**src/tpwm_pkg.sv**
```systemverilog
// constants and state types for the 8-bit waveform timer
// assumes a single clock, a prescaled tick enable and a byte-wide register port
package tpwm_pkg;

  // ****************************************
  // register map and fields
  // ****************************************
  localparam logic [2:0] TPWM_ADDR_CTRL = 3'h0;
  localparam logic [2:0] TPWM_ADDR_COUNT = 3'h1;
  localparam logic [2:0] TPWM_ADDR_CMPA = 3'h2;
  localparam logic [2:0] TPWM_ADDR_FLAGS = 3'h3;
  localparam logic [2:0] TPWM_ADDR_IRQEN = 3'h4;
  localparam int unsigned TPWM_CTRL_ACT_LSB = 6;
  localparam int unsigned TPWM_CTRL_WGM_LSB = 0;
  localparam int unsigned TPWM_FLAG_OVF_BIT = 0;
  localparam int unsigned TPWM_FLAG_CMPA_BIT = 1;

  // ****************************************
  // reset values and count limits
  // ****************************************
  localparam logic [7:0] TPWM_BOTTOM = 8'h00;
  localparam logic [7:0] TPWM_MAX = 8'hFF;
  localparam logic [7:0] TPWM_CNT_RST = 8'h00;
  localparam logic [7:0] TPWM_CMP_RST = 8'h00;
  localparam logic [7:0] TPWM_ONE = 8'h01;

  // ****************************************
  // modes and states
  // ****************************************
  typedef enum logic [2:0] {
    TPWM_WGM_NORMAL = 3'b000,
    TPWM_WGM_PC_MAX = 3'b001,
    TPWM_WGM_CTC = 3'b010,
    TPWM_WGM_FAST_MAX = 3'b011,
    TPWM_WGM_RSV4 = 3'b100,
    TPWM_WGM_PC_CMP = 3'b101,
    TPWM_WGM_RSV6 = 3'b110,
    TPWM_WGM_FAST_CMP = 3'b111
  } tpwm_wgm_t;

  typedef enum logic [1:0] {
    TPWM_ACT_NONE = 2'b00,
    TPWM_ACT_TOGGLE = 2'b01,
    TPWM_ACT_CLEAR = 2'b10,
    TPWM_ACT_SET = 2'b11
  } tpwm_act_t;

  typedef enum logic {
    TPWM_DIR_UP = 1'b0,
    TPWM_DIR_DOWN = 1'b1
  } tpwm_dir_t;

endpackage

```
**src/tpwm_cmp_buf.sv**
```systemverilog
// compare value A holder: software shadow plus the value the comparator uses
// assumes update_i is a one-cycle strobe from the counter at top or bottom
`timescale 1ns/1ps
`default_nettype none
module tpwm_cmp_buf
  import tpwm_pkg::*;
(
  // clock and reset
  input wire logic clk_i,
  input wire logic arst_n_i,
  input wire logic ce_i,
  // software side
  input wire logic wr_i,
  input wire logic [7:0] wdata_i,
  // counter side
  input wire logic direct_i,
  input wire logic update_i,
  output logic [7:0] shadow_o,
  output logic [7:0] live_o
);
  typedef struct packed {
    logic [7:0] shadow;
    logic [7:0] live;
  } tpwm_buf_st_t;

  tpwm_buf_st_t q, d;

  always_comb begin
    d = q;
    if (ce_i) begin
      if (update_i) begin
        d.live = q.shadow;
      end
      if (wr_i) begin
        d.shadow = wdata_i;
        if (direct_i) begin
          d.live = wdata_i;
        end
      end
    end
  end

  always_ff @(posedge clk_i or negedge arst_n_i) begin
    if (!arst_n_i) begin
      q <= '{shadow: TPWM_CMP_RST, live: TPWM_CMP_RST};
    end else begin
      q <= d;
    end
  end

  assign shadow_o = q.shadow;
  assign live_o = q.live;
endmodule
`default_nettype wire

```
**src/tpwm_timer.sv**
```systemverilog
// 8-bit timer with clear-on-compare, fast pwm and phase-correct pwm modes
// assumes tick_i is the prescaled timer enable, synchronous to clk_i
//
// Overview of operation
// - mode 2 clears the counter after it matches compare A, so A is top.
// - mode 2 writes to compare A act at once; a missed match wraps via 0xFF.
// - mode 2 sets the compare A flag at top; an enabled flag requests interrupt.
// - mode 2 with action 1 toggles compare output A on each match.
// - the pin shows compare output A only while its direction is output.
// - toggle in mode 2 gives clock over 2 times prescale times one plus A.
// - mode 2 sets the overflow flag as the counter passes from max to zero.
// - modes 3 and 7 are fast pwm with top 0xFF or compare A.
// - fast pwm counts up to top then loads zero next tick.
// - fast pwm action 2 clears on match, sets at bottom; action 3 opposite.
// - fast pwm sets the overflow flag each time the counter reaches top.
// - fast pwm period is 256 ticks of the prescaled clock in mode 3, one plus A in mode 7.
// - fast pwm compare at bottom gives a spike, at max a constant level.
// - fast pwm action 1 toggles on each match, compare stays double buffered.
// - modes 1 and 5 count up to top then back down to bottom.
// - phase-correct turns at top and holds top for one tick.
// - phase-correct clears on up match and sets on down match; inverted swaps.
// - phase-correct sets the overflow flag each time the counter reaches bottom.
// - phase-correct period is 510 ticks of the prescaled clock in mode 1, twice A in mode 5.
// - phase-correct compare at bottom holds low, at max holds high, inverted swaps.
// - compare A leaving max makes the up-match change at the next period start.
// - an up match missed by starting above compare still changes the output.
// - a match sets the compare flag; interrupt entry or writing one clears it.
// - pwm modes update compare A at top or bottom; mode 2 writes go direct.
// - action 0 leaves compare output A unchanged in every mode.
`timescale 1ns/1ps
`default_nettype none
module tpwm_timer
  import tpwm_pkg::*;
(
  // clock, reset, enables
  input wire logic clk_i,
  input wire logic arst_n_i,
  input wire logic ce_i,
  input wire logic tick_i,
  // register port
  input wire logic [2:0] addr_i,
  input wire logic [7:0] wdata_i,
  input wire logic wr_i,
  input wire logic rd_i,
  output logic [7:0] rdata_o,
  // pin
  input wire logic dir_out_i,
  output logic compare_output_a_o,
  output logic compare_output_a_oe_o,
  // interrupt requests
  input wire logic ovf_ack_i,
  input wire logic cmpa_ack_i,
  output logic ovf_irq_o,
  output logic cmpa_irq_o,
  // status
  output logic [7:0] timer_count_o
);
  import tpwm_pkg::*;

  // ****************************************
  // state
  // ****************************************
  typedef struct packed {
    logic [7:0] cnt;
    tpwm_dir_t dir;
    logic ovf;
    logic cmpa;
    logic blk;
    tpwm_wgm_t wgm;
    tpwm_act_t act;
    logic [1:0] irq_en;
    logic [7:0] rdata;
  } tpwm_core_t;

  tpwm_core_t q, d;
  logic adv, is_ctc, is_fast, is_pc, top_cmp, match, at_top;
  logic cnt_wr, cmp_wr, cmp_upd, ovf_set, cmpa_set, ovf_clr, cmpa_clr;
  logic [7:0] top, ocr_shadow, ocr_live;
  logic oc;

  // ****************************************
  // mode decode
  // ****************************************
  always_comb begin
    adv = ce_i && tick_i;
    is_ctc = (q.wgm == TPWM_WGM_CTC);
    is_fast = (q.wgm == TPWM_WGM_FAST_MAX) || (q.wgm == TPWM_WGM_FAST_CMP);
    is_pc = (q.wgm == TPWM_WGM_PC_MAX) || (q.wgm == TPWM_WGM_PC_CMP);
    top_cmp = is_ctc || (q.wgm == TPWM_WGM_FAST_CMP) || (q.wgm == TPWM_WGM_PC_CMP);
    top = top_cmp ? ocr_live : TPWM_MAX;
    at_top = (q.cnt == top);
    // a count write masks the match on the following tick
    match = (q.cnt == ocr_live) && !q.blk;
    cnt_wr = wr_i && (addr_i == TPWM_ADDR_COUNT);
    cmp_wr = wr_i && (addr_i == TPWM_ADDR_CMPA);
    cmp_upd = adv && ((is_fast && at_top) || (is_pc && at_top && (q.dir == TPWM_DIR_UP)));
  end

  // ****************************************
  // flag events
  // ****************************************
  always_comb begin
    ovf_set = 1'b0;
    if (adv) begin
      if (is_fast) begin
        ovf_set = at_top;
      end else if (is_pc) begin
        ovf_set = (q.dir == TPWM_DIR_DOWN) && (q.cnt == TPWM_BOTTOM);
      end else begin
        ovf_set = (q.cnt == TPWM_MAX);
      end
    end
    cmpa_set = adv && match;
    ovf_clr = ovf_ack_i || (wr_i && (addr_i == TPWM_ADDR_FLAGS) && wdata_i[TPWM_FLAG_OVF_BIT]);
    cmpa_clr = cmpa_ack_i || (wr_i && (addr_i == TPWM_ADDR_FLAGS) && wdata_i[TPWM_FLAG_CMPA_BIT]);
  end

  // ****************************************
  // next state
  // ****************************************
  always_comb begin
    d = q;
    if (ce_i) begin
      d.rdata = TPWM_BOTTOM;
      if (rd_i) begin
        case (addr_i)
          TPWM_ADDR_CTRL: d.rdata = {q.act, 3'h0, q.wgm};
          TPWM_ADDR_COUNT: d.rdata = q.cnt;
          TPWM_ADDR_CMPA: d.rdata = ocr_shadow;
          TPWM_ADDR_FLAGS: d.rdata = {6'h00, q.cmpa, q.ovf};
          TPWM_ADDR_IRQEN: d.rdata = {6'h00, q.irq_en};
          default: d.rdata = TPWM_BOTTOM;
        endcase
      end
      if (adv) begin
        d.blk = 1'b0;
        if (is_ctc) begin
          // clear on match, otherwise wrap through max
          d.cnt = match ? TPWM_BOTTOM : q.cnt + TPWM_ONE;
        end else if (is_fast) begin
          d.cnt = at_top ? TPWM_BOTTOM : q.cnt + TPWM_ONE;
        end else if (is_pc) begin
          if (q.dir == TPWM_DIR_UP) begin
            if (at_top) begin
              d.dir = TPWM_DIR_DOWN;
              d.cnt = (top == TPWM_BOTTOM) ? TPWM_BOTTOM : q.cnt - TPWM_ONE;
            end else begin
              d.cnt = q.cnt + TPWM_ONE;
            end
          end else if (q.cnt == TPWM_BOTTOM) begin
            d.dir = TPWM_DIR_UP;
            d.cnt = (top == TPWM_BOTTOM) ? TPWM_BOTTOM : TPWM_ONE;
          end else begin
            d.cnt = q.cnt - TPWM_ONE;
          end
        end else begin
          d.cnt = q.cnt + TPWM_ONE;
        end
      end
      d.ovf = (q.ovf && !ovf_clr) || ovf_set;
      d.cmpa = (q.cmpa && !cmpa_clr) || cmpa_set;
      if (wr_i) begin
        case (addr_i)
          TPWM_ADDR_CTRL: begin
            d.act = tpwm_act_t'(wdata_i[TPWM_CTRL_ACT_LSB +: 2]);
            d.wgm = tpwm_wgm_t'(wdata_i[TPWM_CTRL_WGM_LSB +: 3]);
          end
          TPWM_ADDR_COUNT: begin
            d.cnt = wdata_i;
            d.blk = 1'b1;
          end
          TPWM_ADDR_IRQEN: d.irq_en = wdata_i[1:0];
          default: d.irq_en = q.irq_en;
        endcase
      end
    end
  end

  always_ff @(posedge clk_i or negedge arst_n_i) begin
    if (!arst_n_i) begin
      q <= '{cnt: TPWM_CNT_RST, dir: TPWM_DIR_UP, ovf: 1'b0, cmpa: 1'b0, blk: 1'b0,
             wgm: TPWM_WGM_NORMAL, act: TPWM_ACT_NONE, irq_en: 2'b00, rdata: TPWM_BOTTOM};
    end else begin
      q <= d;
    end
  end

  // ****************************************
  // compare value and waveform
  // ****************************************
  tpwm_cmp_buf u_cmp (
    .clk_i(clk_i),
    .arst_n_i(arst_n_i),
    .ce_i(ce_i),
    .wr_i(cmp_wr),
    .wdata_i(wdata_i),
    .direct_i(!(is_fast || is_pc)),
    .update_i(cmp_upd),
    .shadow_o(ocr_shadow),
    .live_o(ocr_live)
  );

  tpwm_wave u_wave (
    .clk_i(clk_i),
    .arst_n_i(arst_n_i),
    .adv_i(adv),
    .wgm_i(q.wgm),
    .act_i(q.act),
    .dir_i(q.dir),
    .cnt_i(q.cnt),
    .ocr_i(ocr_live),
    .top_i(top),
    .match_i(match),
    .oc_o(oc)
  );

  // ****************************************
  // outputs
  // ****************************************
  // pin driven only with direction set to output
  assign compare_output_a_oe_o = dir_out_i && (q.act != TPWM_ACT_NONE);
  assign compare_output_a_o = oc;
  assign rdata_o = q.rdata;
  assign ovf_irq_o = q.ovf && q.irq_en[TPWM_FLAG_OVF_BIT];
  assign cmpa_irq_o = q.cmpa && q.irq_en[TPWM_FLAG_CMPA_BIT];
  assign timer_count_o = q.cnt;
endmodule
`default_nettype wire

```
**src/tpwm_wave.sv**
```systemverilog
// compare output A waveform state for all counting modes
// assumes counter state and match come from the same cycle's register values
`timescale 1ns/1ps
`default_nettype none
module tpwm_wave
  import tpwm_pkg::*;
(
  // clock and reset
  input wire logic clk_i,
  input wire logic arst_n_i,
  input wire logic adv_i,
  // counter view
  input wire tpwm_wgm_t wgm_i,
  input wire tpwm_act_t act_i,
  input wire tpwm_dir_t dir_i,
  input wire logic [7:0] cnt_i,
  input wire logic [7:0] ocr_i,
  input wire logic [7:0] top_i,
  input wire logic match_i,
  // output state
  output logic oc_o
);
  typedef struct packed {
    logic oc;
    logic up_done;
    logic was_max;
  } tpwm_wave_st_t;

  tpwm_wave_st_t q, d;
  logic at_top, bottom, up_done_eff, up_hit, dn_hit;

  always_comb begin
    d = q;
    at_top = (cnt_i == top_i);
    bottom = (dir_i == TPWM_DIR_DOWN) && (cnt_i == TPWM_BOTTOM);
    up_done_eff = q.up_done && !bottom;
    // a missed up match, or leaving the top value, still yields the up-match level
    up_hit = !up_done_eff && (ocr_i != top_i) &&
             (((dir_i == TPWM_DIR_UP) && (cnt_i >= ocr_i) && !at_top) ||
              (bottom && ((ocr_i == TPWM_BOTTOM) || q.was_max)));
    // no down match at bottom and no up match at top keep the level constant
    dn_hit = match_i && ((dir_i == TPWM_DIR_DOWN) || at_top) && (ocr_i != TPWM_BOTTOM);
    if (adv_i) begin
      case (wgm_i)
        TPWM_WGM_FAST_MAX, TPWM_WGM_FAST_CMP: begin
          if (act_i == TPWM_ACT_TOGGLE) begin
            if (match_i) d.oc = !q.oc;
          end else if (act_i != TPWM_ACT_NONE) begin
            // restart wins so a compare at top gives a constant level
            if (at_top) d.oc = (act_i == TPWM_ACT_CLEAR);
            else if (match_i) d.oc = (act_i == TPWM_ACT_SET);
          end
        end
        TPWM_WGM_PC_MAX, TPWM_WGM_PC_CMP: begin
          if (act_i == TPWM_ACT_TOGGLE) begin
            if (match_i) d.oc = !q.oc;
          end else if (act_i != TPWM_ACT_NONE) begin
            if (up_hit) d.oc = (act_i == TPWM_ACT_SET);
            else if (dn_hit) d.oc = (act_i == TPWM_ACT_CLEAR);
          end
          d.up_done = up_hit || (up_done_eff && !dn_hit);
          if (bottom) d.was_max = (ocr_i == top_i);
        end
        default: begin
          if (match_i) begin
            case (act_i)
              TPWM_ACT_TOGGLE: d.oc = !q.oc;
              TPWM_ACT_CLEAR: d.oc = 1'b0;
              TPWM_ACT_SET: d.oc = 1'b1;
              default: d.oc = q.oc;
            endcase
          end
        end
      endcase
    end
  end

  always_ff @(posedge clk_i or negedge arst_n_i) begin
    if (!arst_n_i) begin
      q <= '{oc: 1'b0, up_done: 1'b0, was_max: 1'b0};
    end else begin
      q <= d;
    end
  end

  assign oc_o = q.oc;
endmodule
`default_nettype wire
```
**config.mk**
```make
export PLATFORM = sky130hd
export DESIGN_NAME = tpwm_timer
export DESIGN_NICKNAME = d
export VERILOG_FILES = /design/src/tpwm_pkg.sv /design/src/tpwm_cmp_buf.sv /design/src/tpwm_timer.sv /design/src/tpwm_wave.sv
export SDC_FILE = /design/constraint.sdc
export NUM_CORES = 1
export LEC_CHECK = 0
export ABC_AREA = 1
export BUFFER_PORTS_ARGS = -buffer_cell sky130_fd_sc_hd__buf_2
export CAP_MARGIN = 10
export CORE_MARGIN = 2
export CORE_UTILIZATION = 45
export CTS_CLUSTER_DIAMETER = 200
export DETAILED_ROUTE_END_ITERATION = 16
export PLACE_DENSITY = 0.66
export SYNTH_ARGS = -nofsm -noshare
export SYNTH_HDL_FRONTEND = slang
export SYNTH_HIERARCHICAL = 1
export SYNTH_SLANG_ARGS = --single-unit
```
**constraint.sdc**
```tcl
create_clock -name clk_i -period 2.2 [get_ports clk_i]
set_clock_uncertainty 0.1 [all_clocks]
set_input_delay 0 -clock clk_i [delete_from_list [all_inputs] [get_ports clk_i]]
set_output_delay 0 -clock clk_i [all_outputs]
set_load 0.01 [all_outputs]
```
==> results of run 1 <==
[power by group through the flow]
stage / logic, W / registers [W] / clock network, W
floorplan: 0.00171 / 0.00121 / 0
global placement: 0.00245 / 0.00122 / 0
detailed placement: 0.00249 / 0.00122 / 0
CTS: 0.00262 / 0.00121 / 0.000677
global route: 0.00306 / 0.00125 / 0.000704
finish: 0.00275 / 0.00123 / 0.000658
[worst reg2reg max path, stage by stage (launching register included)]
cell and delay, ns:
dfrtp_2 0.50, nor2_8 0.17, nand2_8 0.11, nand2_8 0.13
nand2_4 0.06, nand2_1 0.05, nand2_1 0.06, inv_2 0.05
nand2_2 0.05, nor2_4 0.12, nand2_4 0.10, nor4_4 0.18
buf_4 0.20, buf_12 0.12, nand2_1 0.05, nand3_1 0.08
nand2_1 0.06, nand2_1 0.06
[cells in the mapped netlist, drive strengths merged, types with 2 or more instances]
| master | number |
|---|---|
| ha | 10 |
| o21ai | 35 |
| nand3 | 54 |
| nand4 | 6 |
| xnor2 | 6 |
| inv | 98 |
| a211oi | 2 |
| nor3 | 6 |
| xor2 | 14 |
| o21a | 2 |
| dfrtp | 46 |
| nor4 | 3 |
| nand2 | 275 |
| buf | 27 |
| o22ai | 10 |
| a31oi | 3 |
| a22oi | 3 |
| clkbuf | 5 |
| mux2 | 4 |
| nor2 | 56 |
| a21oi | 16 |
[stage by stage]
step	std cells	utilization (%)	TNS [ns]	total power, W	area [um2]
2_1_floorplan	687	-	-0.5929	0.002912	4359
3_3_place_gp	881	52.80	-1.783	0.003665	4925
3_5_place_dp	881	52.80	-2.029	0.003713	4925
4_1_cts	906	56.75	-0.3352	0.004510	5294
5_1_grt	910	57.99	-3.512	0.005016	5409
6_report	910	57.99	-0.8824	0.004640	5409
[metal layers]
metal  vias to the layer above  GRT usage [%]  part of all wire (%)
met5                         -              0                     0
met3                        24          2.804                   5.0
met1                      2178          37.52                    45
met4                         0          7.897                   2.1
li1                       2329              -                     -
met2                       171          45.09                    48
[path summary, 6_finish.rpt]
check                      startpoint         endpoint  cells past startpoint  slack, ns
setup / recovery                q[14]  u_cmp/live_o[6]                     17       -0.1
hold / removal               arst_n_i            q[18]                      2       0.02
setup reg to reg                q[14]  u_cmp/live_o[6]                     17       -0.1
hold reg to reg            rdata_o[3]       rdata_o[3]                      2       0.39
max in group asynchronous    arst_n_i  u_cmp/live_o[3]                      3       1.40
min in group clk_i               wr_i            q[16]                      4       0.04
[layout make-up]
cell class | instances | share of cell area [%]
timing repair buffer | 116 | 15.15
tap | 129 | 2.984
inverter | 99 | 6.916
multi-input combinational | 512 | 51.58
sequential | 46 | 21.35
clock buffer | 5 | 1.272
clock inverter | 3 | 0.7402
[logic make-up after synthesis]
group / synth area share [%]
simple gates: 41.81
buf+inv: 14.02
compound gates: 9.799
flops: 26.44
xor+xnor: 4.023
fa+ha+maj: 2.874
mux: 1.034
[sequential cells by signal, indices dropped and copies added (netlist names)]
signal	flops
u_cmp/live_o	8
timer_count_o	8
q	11
u_wave/oc_o	1
rdata_o	8
u_cmp/shadow_o	8
u_wave/q	2
[repair_timing]
item                       4_1_cts  5_1_grt
setup buffers                    3        4
resized for setup               22       21
hold buffers                    12        0
setup endpoints to repair       17       19
hold endpoints to repair        72        0
gates cloned                     2        0
pin swaps                        9       15
==> summary.txt, run 1 <==
Finish
  – Register Area: 0.001155 mm2
  – Layout cells sized above 1: 25.10%
  – Antenna cells: 0
  – Area grow syn2layout: 24.22%
  – Final net count: 810
  – Commonest non-fill, non-tap cell in the layout: nand2_1
  – Commonest non-fill, non-tap cells in the layout: 249 x nand2_1, 82 x inv_1, 63 x buf_4
  – Area of the multi-input gates: 0.002790 mm2
  – Filler instances: 905

Power
  – Clock power frac: 14.2%
  – Leak: 2.944 nW
  – PwrDens: 857.8 mW/mm2
  – Max VDD drop: 358.8 uV
  – Sw Pwr: 0.002201 W
  – Sw Ratio: 47.44%
  – Sequential share of power: 26.5%
  – Combinational share of power: 59.3%
  – Internal: 0.002439 W

Clock network
  – CTS Buf Count: 5
  – Clock Path Buffers: 2
  – Worst-Skew Late Latency: 0.30 ns
  – H-tree depth: 2
  – Root Driver: clkbuf_8
  – Clk slew on worst S/H paths: 0.10 ns
  – CTS tree: yes
  – CTS sink cnt: 46

Timing
  – Min cycle time layout: 2.300 ns
  – Final hold violation count: 0
  – Worst Max-Slew Pin Slew: 0.6628 ns
  – Fmax: 434.9 MHz
  – Pins Over Slew Limit: 0
  – Slew headroom: 55.77%
  – Crit share post-route: 104.5%
  – Final setup vio count: 17
  – RSZ-0062 raised after global routing: yes
  – Hold WS: 0.01878 ns
  – Crit path setup slack, layout: -0.09950 ns

GRT
  – Vias in the first global route: 4490
  – First-pass GRT wire length: 22.21 mm
  – Antenna violations before repair: 0
  – Gr ovfl total: 0
  – Pin count of the biggest net entering global routing: 25
  – Global-route usage over all layers: 27.12%

Floorplanning
  – Die X: 102.4 um
  – Row Count: 35
  – Die extent in y: 102.4 um
  – Ports: 40
  – Starting density of the core: 46.68%
  – Core footprint: 0.009328 mm2
  – Die Area: 0.01048 mm2

Setup path
  – Crit start category: register
  – Endpoint type of the worst setup path: register
  – Cell mode on critical path: nand2_1
  – CP required: 2.34 ns
  – Crit-path cells: nor2_8, nand2_8, nand2_8, nand2_4, nand2_1, nand2_1, inv_2, nand2_2, nor2_4, nand2_4, nor4_4, buf_4, buf_12, nand2_1, nand3_1, nand2_1, nand2_1
  – Worst path max stage delay: 0.50 ns
  – Max stage delay cell, worst path: dfrtp_2
  – Critical setup path kind: reg -> reg
  – Worst EP arrival: 2.44 ns
  – CP top delay family: simple AND/OR/NAND/NOR gates
  – Buf/Inv on CP: 3
  – Crit Path Max Fanout: 8

Yosys
  – Post-synth EDFFs: 0
  – Syn_nets: 717
  – Register area share after synthesis: 26.44%
  – Cell Area, Synth: 0.004354 mm2
  – Synth cell types: 44
  – Top cell type's share of synthesized area: 26.44%
  – Syn Inst Count: 687
  – Post-synth ARST share: 100.0%
  – Yosys reg bits: 46
  – Yosys warning total: 6
  – Mean Syn Cell Area: 6.338 um2
  – Cells taking the most area after synthesis: dfrtp_1 26%, nand2_1 22%, inv_1 7.3%, nand3_1 5.4%, nor2_1 4.0%
  – Leading area contributor after synthesis: dfrtp_1
  – Synth Flop Type: dfrtp_1

Flow run
  – Max_cap viols: 0

Place
  – Post-Place Worst Slack: -0.2266 ns
  – IO buf count: 39
  – Hpwl dp: 10.26 mm
  – RePlAce Congestion: 0.9505

Route
  – DRT antenna net count: 0
  – Wire per inst: 14.91 um
  – Vias per inst: 5.167
  – Final WL: 13.57 mm
  – Via count: 4702
  – DRT iter0 DRCs: 353
  – DRC: 0
  – Drt pass-1 iters: 4

Status
  – Status: finished, violations left
  – Violated checks: negative setup slack

Hold path
  – HP Class: in -> async
Note: power is estimated with default switching activity, not from simulation.
==> run 2: changes to the inputs <==
- CORE_MARGIN: 2 -> not set
==> run 2 against run 1 <==
  * The run still ends with negative setup slack left
  * Register-to-register slack better by 0.04 ns
  * Utilization up 0.58 points
  * First-iteration DRC count down 4.2%
  * Worst setup slack better by 0.040 ns
  * Largest power group unchanged
  * Sequential cell count unchanged
  * Highest routed layer unchanged
==> summary.txt, run 2 (synthesis gave the netlist of run 1 again) <==
Finish
  – Layout cells sized above 1: 26.11% (was 25.10%)
  – Commonest non-fill, non-tap cell in the layout: nand2_1 (unchanged)
  – Post-route insts no fill: 918 (was 910)
  – Filler instances: 911 (was 905)
  – Area of the multi-input gates: 0.002770 mm2 (was 0.002790 mm2)
  – Commonest non-fill, non-tap cells in the layout: 247 x nand2_1, 81 x inv_1, 67 x buf_4 (was 249 x nand2_1, 82 x inv_1, 63 x buf_4)
  – Max reg flops: 11 (unchanged)
  – Antenna cells: 0 (unchanged)
  – Register Area: 0.001155 mm2 (unchanged)
  – Area grow syn2layout: 25.46% (was 24.22%)
  – Final net count: 818 (was 810)
  – Largest register by flop count: q (unchanged)
  – Post-route cell area: 0.005463 mm2 (was 0.005409 mm2)

Route
  – Drt pass-1 iters: 6 (was 4)
  – DRT antenna net count: 0 (unchanged)
  – Final WL: 13.14 mm (was 13.57 mm)
  – Vias per inst: 5.168 (was 5.167)
  – DRT iter0 DRCs: 338 (was 353)
  – DRC: 0 (unchanged)
  – Wire per inst: 14.31 um (was 14.91 um)
  – Via count: 4744 (was 4702)

Setup path
  – Critical setup path kind: reg -> reg (unchanged)
  – Max stage delay cell, worst path: dfrtp_2 (unchanged)
  – Cell mode on critical path: nand2_1 (unchanged)
  – CP endpoint: u_cmp/live_o[6] (unchanged)
  – Slack of the worst reg-to-reg path: -0.06 ns (was -0.1 ns)
  – Worst Setup SP: q[12] (was q[14])
  – CP required: 2.31 ns (was 2.34 ns)
  – Crit-path cells: nor2_8, nand2_8, nand2_4, nand3_2, nand2_1, nand2_1, nor2_4, nand2_4, nor4_4, buf_4, inv_2, nand2_1, nand3_1, nand2_1, nand2_1 (was nor2_8, nand2_8, nand2_8, nand2_4, nand2_1, nand2_1, inv_2, nand2_2, nor2_4, nand2_4, nor4_4, buf_4, buf_12, nand2_1, nand3_1, nand2_1, nand2_1)
  – Endpoint type of the worst setup path: register (unchanged)
  – R2r startpoint: q[12] (was q[14])
  – Worst path max stage delay: 0.48 ns (was 0.50 ns)
  – Crit start category: register (unchanged)
  – Crit Path Max Fanout: 8 (unchanged)
  – Worst r2r dst: u_cmp/live_o[6] (unchanged)
  – Worst EP arrival: 2.36 ns (was 2.44 ns)
  – R2R depth: 15 (was 17)

Flow run
  – Max_cap viols: 0 (unchanged)

Power
  – PwrDens: 854.0 mW/mm2 (was 857.8 mW/mm2)
  – Max VDD drop: 360.8 uV (was 358.8 uV)
  – Leak: 2.964 nW (was 2.944 nW)

Floorplanning
  – Die extent in y: 100.4 um (was 102.4 um)
  – Core footprint: 0.009328 mm2 (unchanged)
  – Die Area: 0.01007 mm2 (was 0.01048 mm2)
  – Ports: 40 (unchanged)
  – Starting density of the core: 46.68% (unchanged)
  – Die X: 100.4 um (was 102.4 um)
  – Row Count: 35 (unchanged)

Clock network
  – H-tree depth: 2 (unchanged)
  – CTS tree: yes (unchanged)
  – Clock Path Buffers: 2 (unchanged)
  – CTS Buf Count: 5 (unchanged)
  – CTS sink cnt: 46 (unchanged)
  – Clk slew on worst S/H paths: 0.09 ns (was 0.10 ns)
  – Root Driver: clkbuf_8 (unchanged)
  – Worst-Skew Late Latency: 0.31 ns (was 0.30 ns)

Timing
  – Min cycle time layout: 2.259 ns (was 2.300 ns)
  – Final hold violation count: 0 (unchanged)
  – Worst Max-Slew Pin Slew: 0.6563 ns (was 0.6628 ns)
  – Crit path setup slack, layout: -0.05906 ns (was -0.09950 ns)
  – Fmax: 442.7 MHz (was 434.9 MHz)
  – Pins Over Slew Limit: 0 (unchanged)
  – Hold WS: 0.03513 ns (was 0.01878 ns)
  – Crit share post-route: 102.7% (was 104.5%)
  – Slew headroom: 56.20% (was 55.77%)
  – TNS Setup: -0.1693 ns (was -0.8824 ns)
  – Final setup vio count: 9 (was 17)
  – RSZ-0062 raised after global routing: yes (unchanged)

Status
  – Violated checks: negative setup slack (unchanged)
  – Status: finished, violations left (unchanged)

GRT
  – Antenna violations before repair: 0 (unchanged)
  – Vias in the first global route: 4395 (was 4490)
  – Pin count of the biggest net entering global routing: 43 (was 25)
  – Gr ovfl total: 0 (unchanged)
  – Global-route usage over all layers: 27.07% (was 27.12%)
  – First-pass GRT wire length: 21.27 mm (was 22.21 mm)

Place
  – Hpwl dp: 9.918 mm (was 10.26 mm)
  – RePlAce Congestion: 0.9223 (was 0.9505)
  – Placed inst area: 0.004940 mm2 (was 0.004925 mm2)
  – Dpl cells: 883 (was 881)
  – IO buf count: 39 (unchanged)
  – Post-Place Worst Slack: -0.1805 ns (was -0.2266 ns)

Hold path
  – HP Class: in -> reg (was in -> async)
  – Hold Path Stages: 4
## run 2: how the worst min path moves through the flow
| stage | startpoint | to | slack (ns) |
|---|---|---|---|
| 2_1_floorplan | arst_n_i | q[10] | -0.40 |
| 3_3_place_gp | arst_n_i | u_wave/q[0] | -0.26 |
| 3_5_place_dp | arst_n_i | u_wave/q[1] | -0.26 |
| 4_1_cts | wr_i | q[16] | 0.03 |
| 5_1_grt | wr_i | q[17] | 0.06 |
| 6_report | wr_i | q[16] | 0.04 |
## run 2: final cells by class
class | instances | area share [%]
clock buffer | 6 | 1.328
clock inverter | 2 | 0.6871
inverter | 99 | 6.848
multi-input combinational | 512 | 50.71
sequential | 46 | 21.14
tap | 129 | 2.955
timing repair buffer | 124 | 16.33
## run 2: report_power, final
part	leakage [nW]	internal [W]	switching (W)
clock	0.0514	0.000340	0.000325
sequential	0.587	0.00101	0.000210
combinational	2.33	0.00113	0.00165
## run 2: routing by layer
metal,part of all wire [%],global-route usage [%]
met3,5.1,2.786
met4,2.6,9.142
met5,0,0
met1,44,36.29
met2,48,45.52
## run 2: per-stage QoR
stage | utilization, % | total power (W)
final | 58.56 | 0.004665
after global routing | 58.56 | 0.005028
after CTS | 57.72 | 0.004561
after detailed placement | 52.96 | 0.003730
after global placement | 52.96 | 0.003693
after floorplan | - | 0.002912
## run 2: repair_timing
item | 4_1_cts | 5_1_grt
gates resized for setup | 30 | 15
pin swaps | 18 | 9
endpoints found under the hold margin | 73 | 0
setup endpoints to repair | 17 | 19
setup buffers | 9 | 2
hold buffers | 14 | 0
gates cloned | 2 | 0
## run 2: worst max-delay path: cells and delay by family (launching register included)
family	cells	cell delay, ns
simple gates	13	1.33
flops	1	0.48
buf+inv	2	0.26
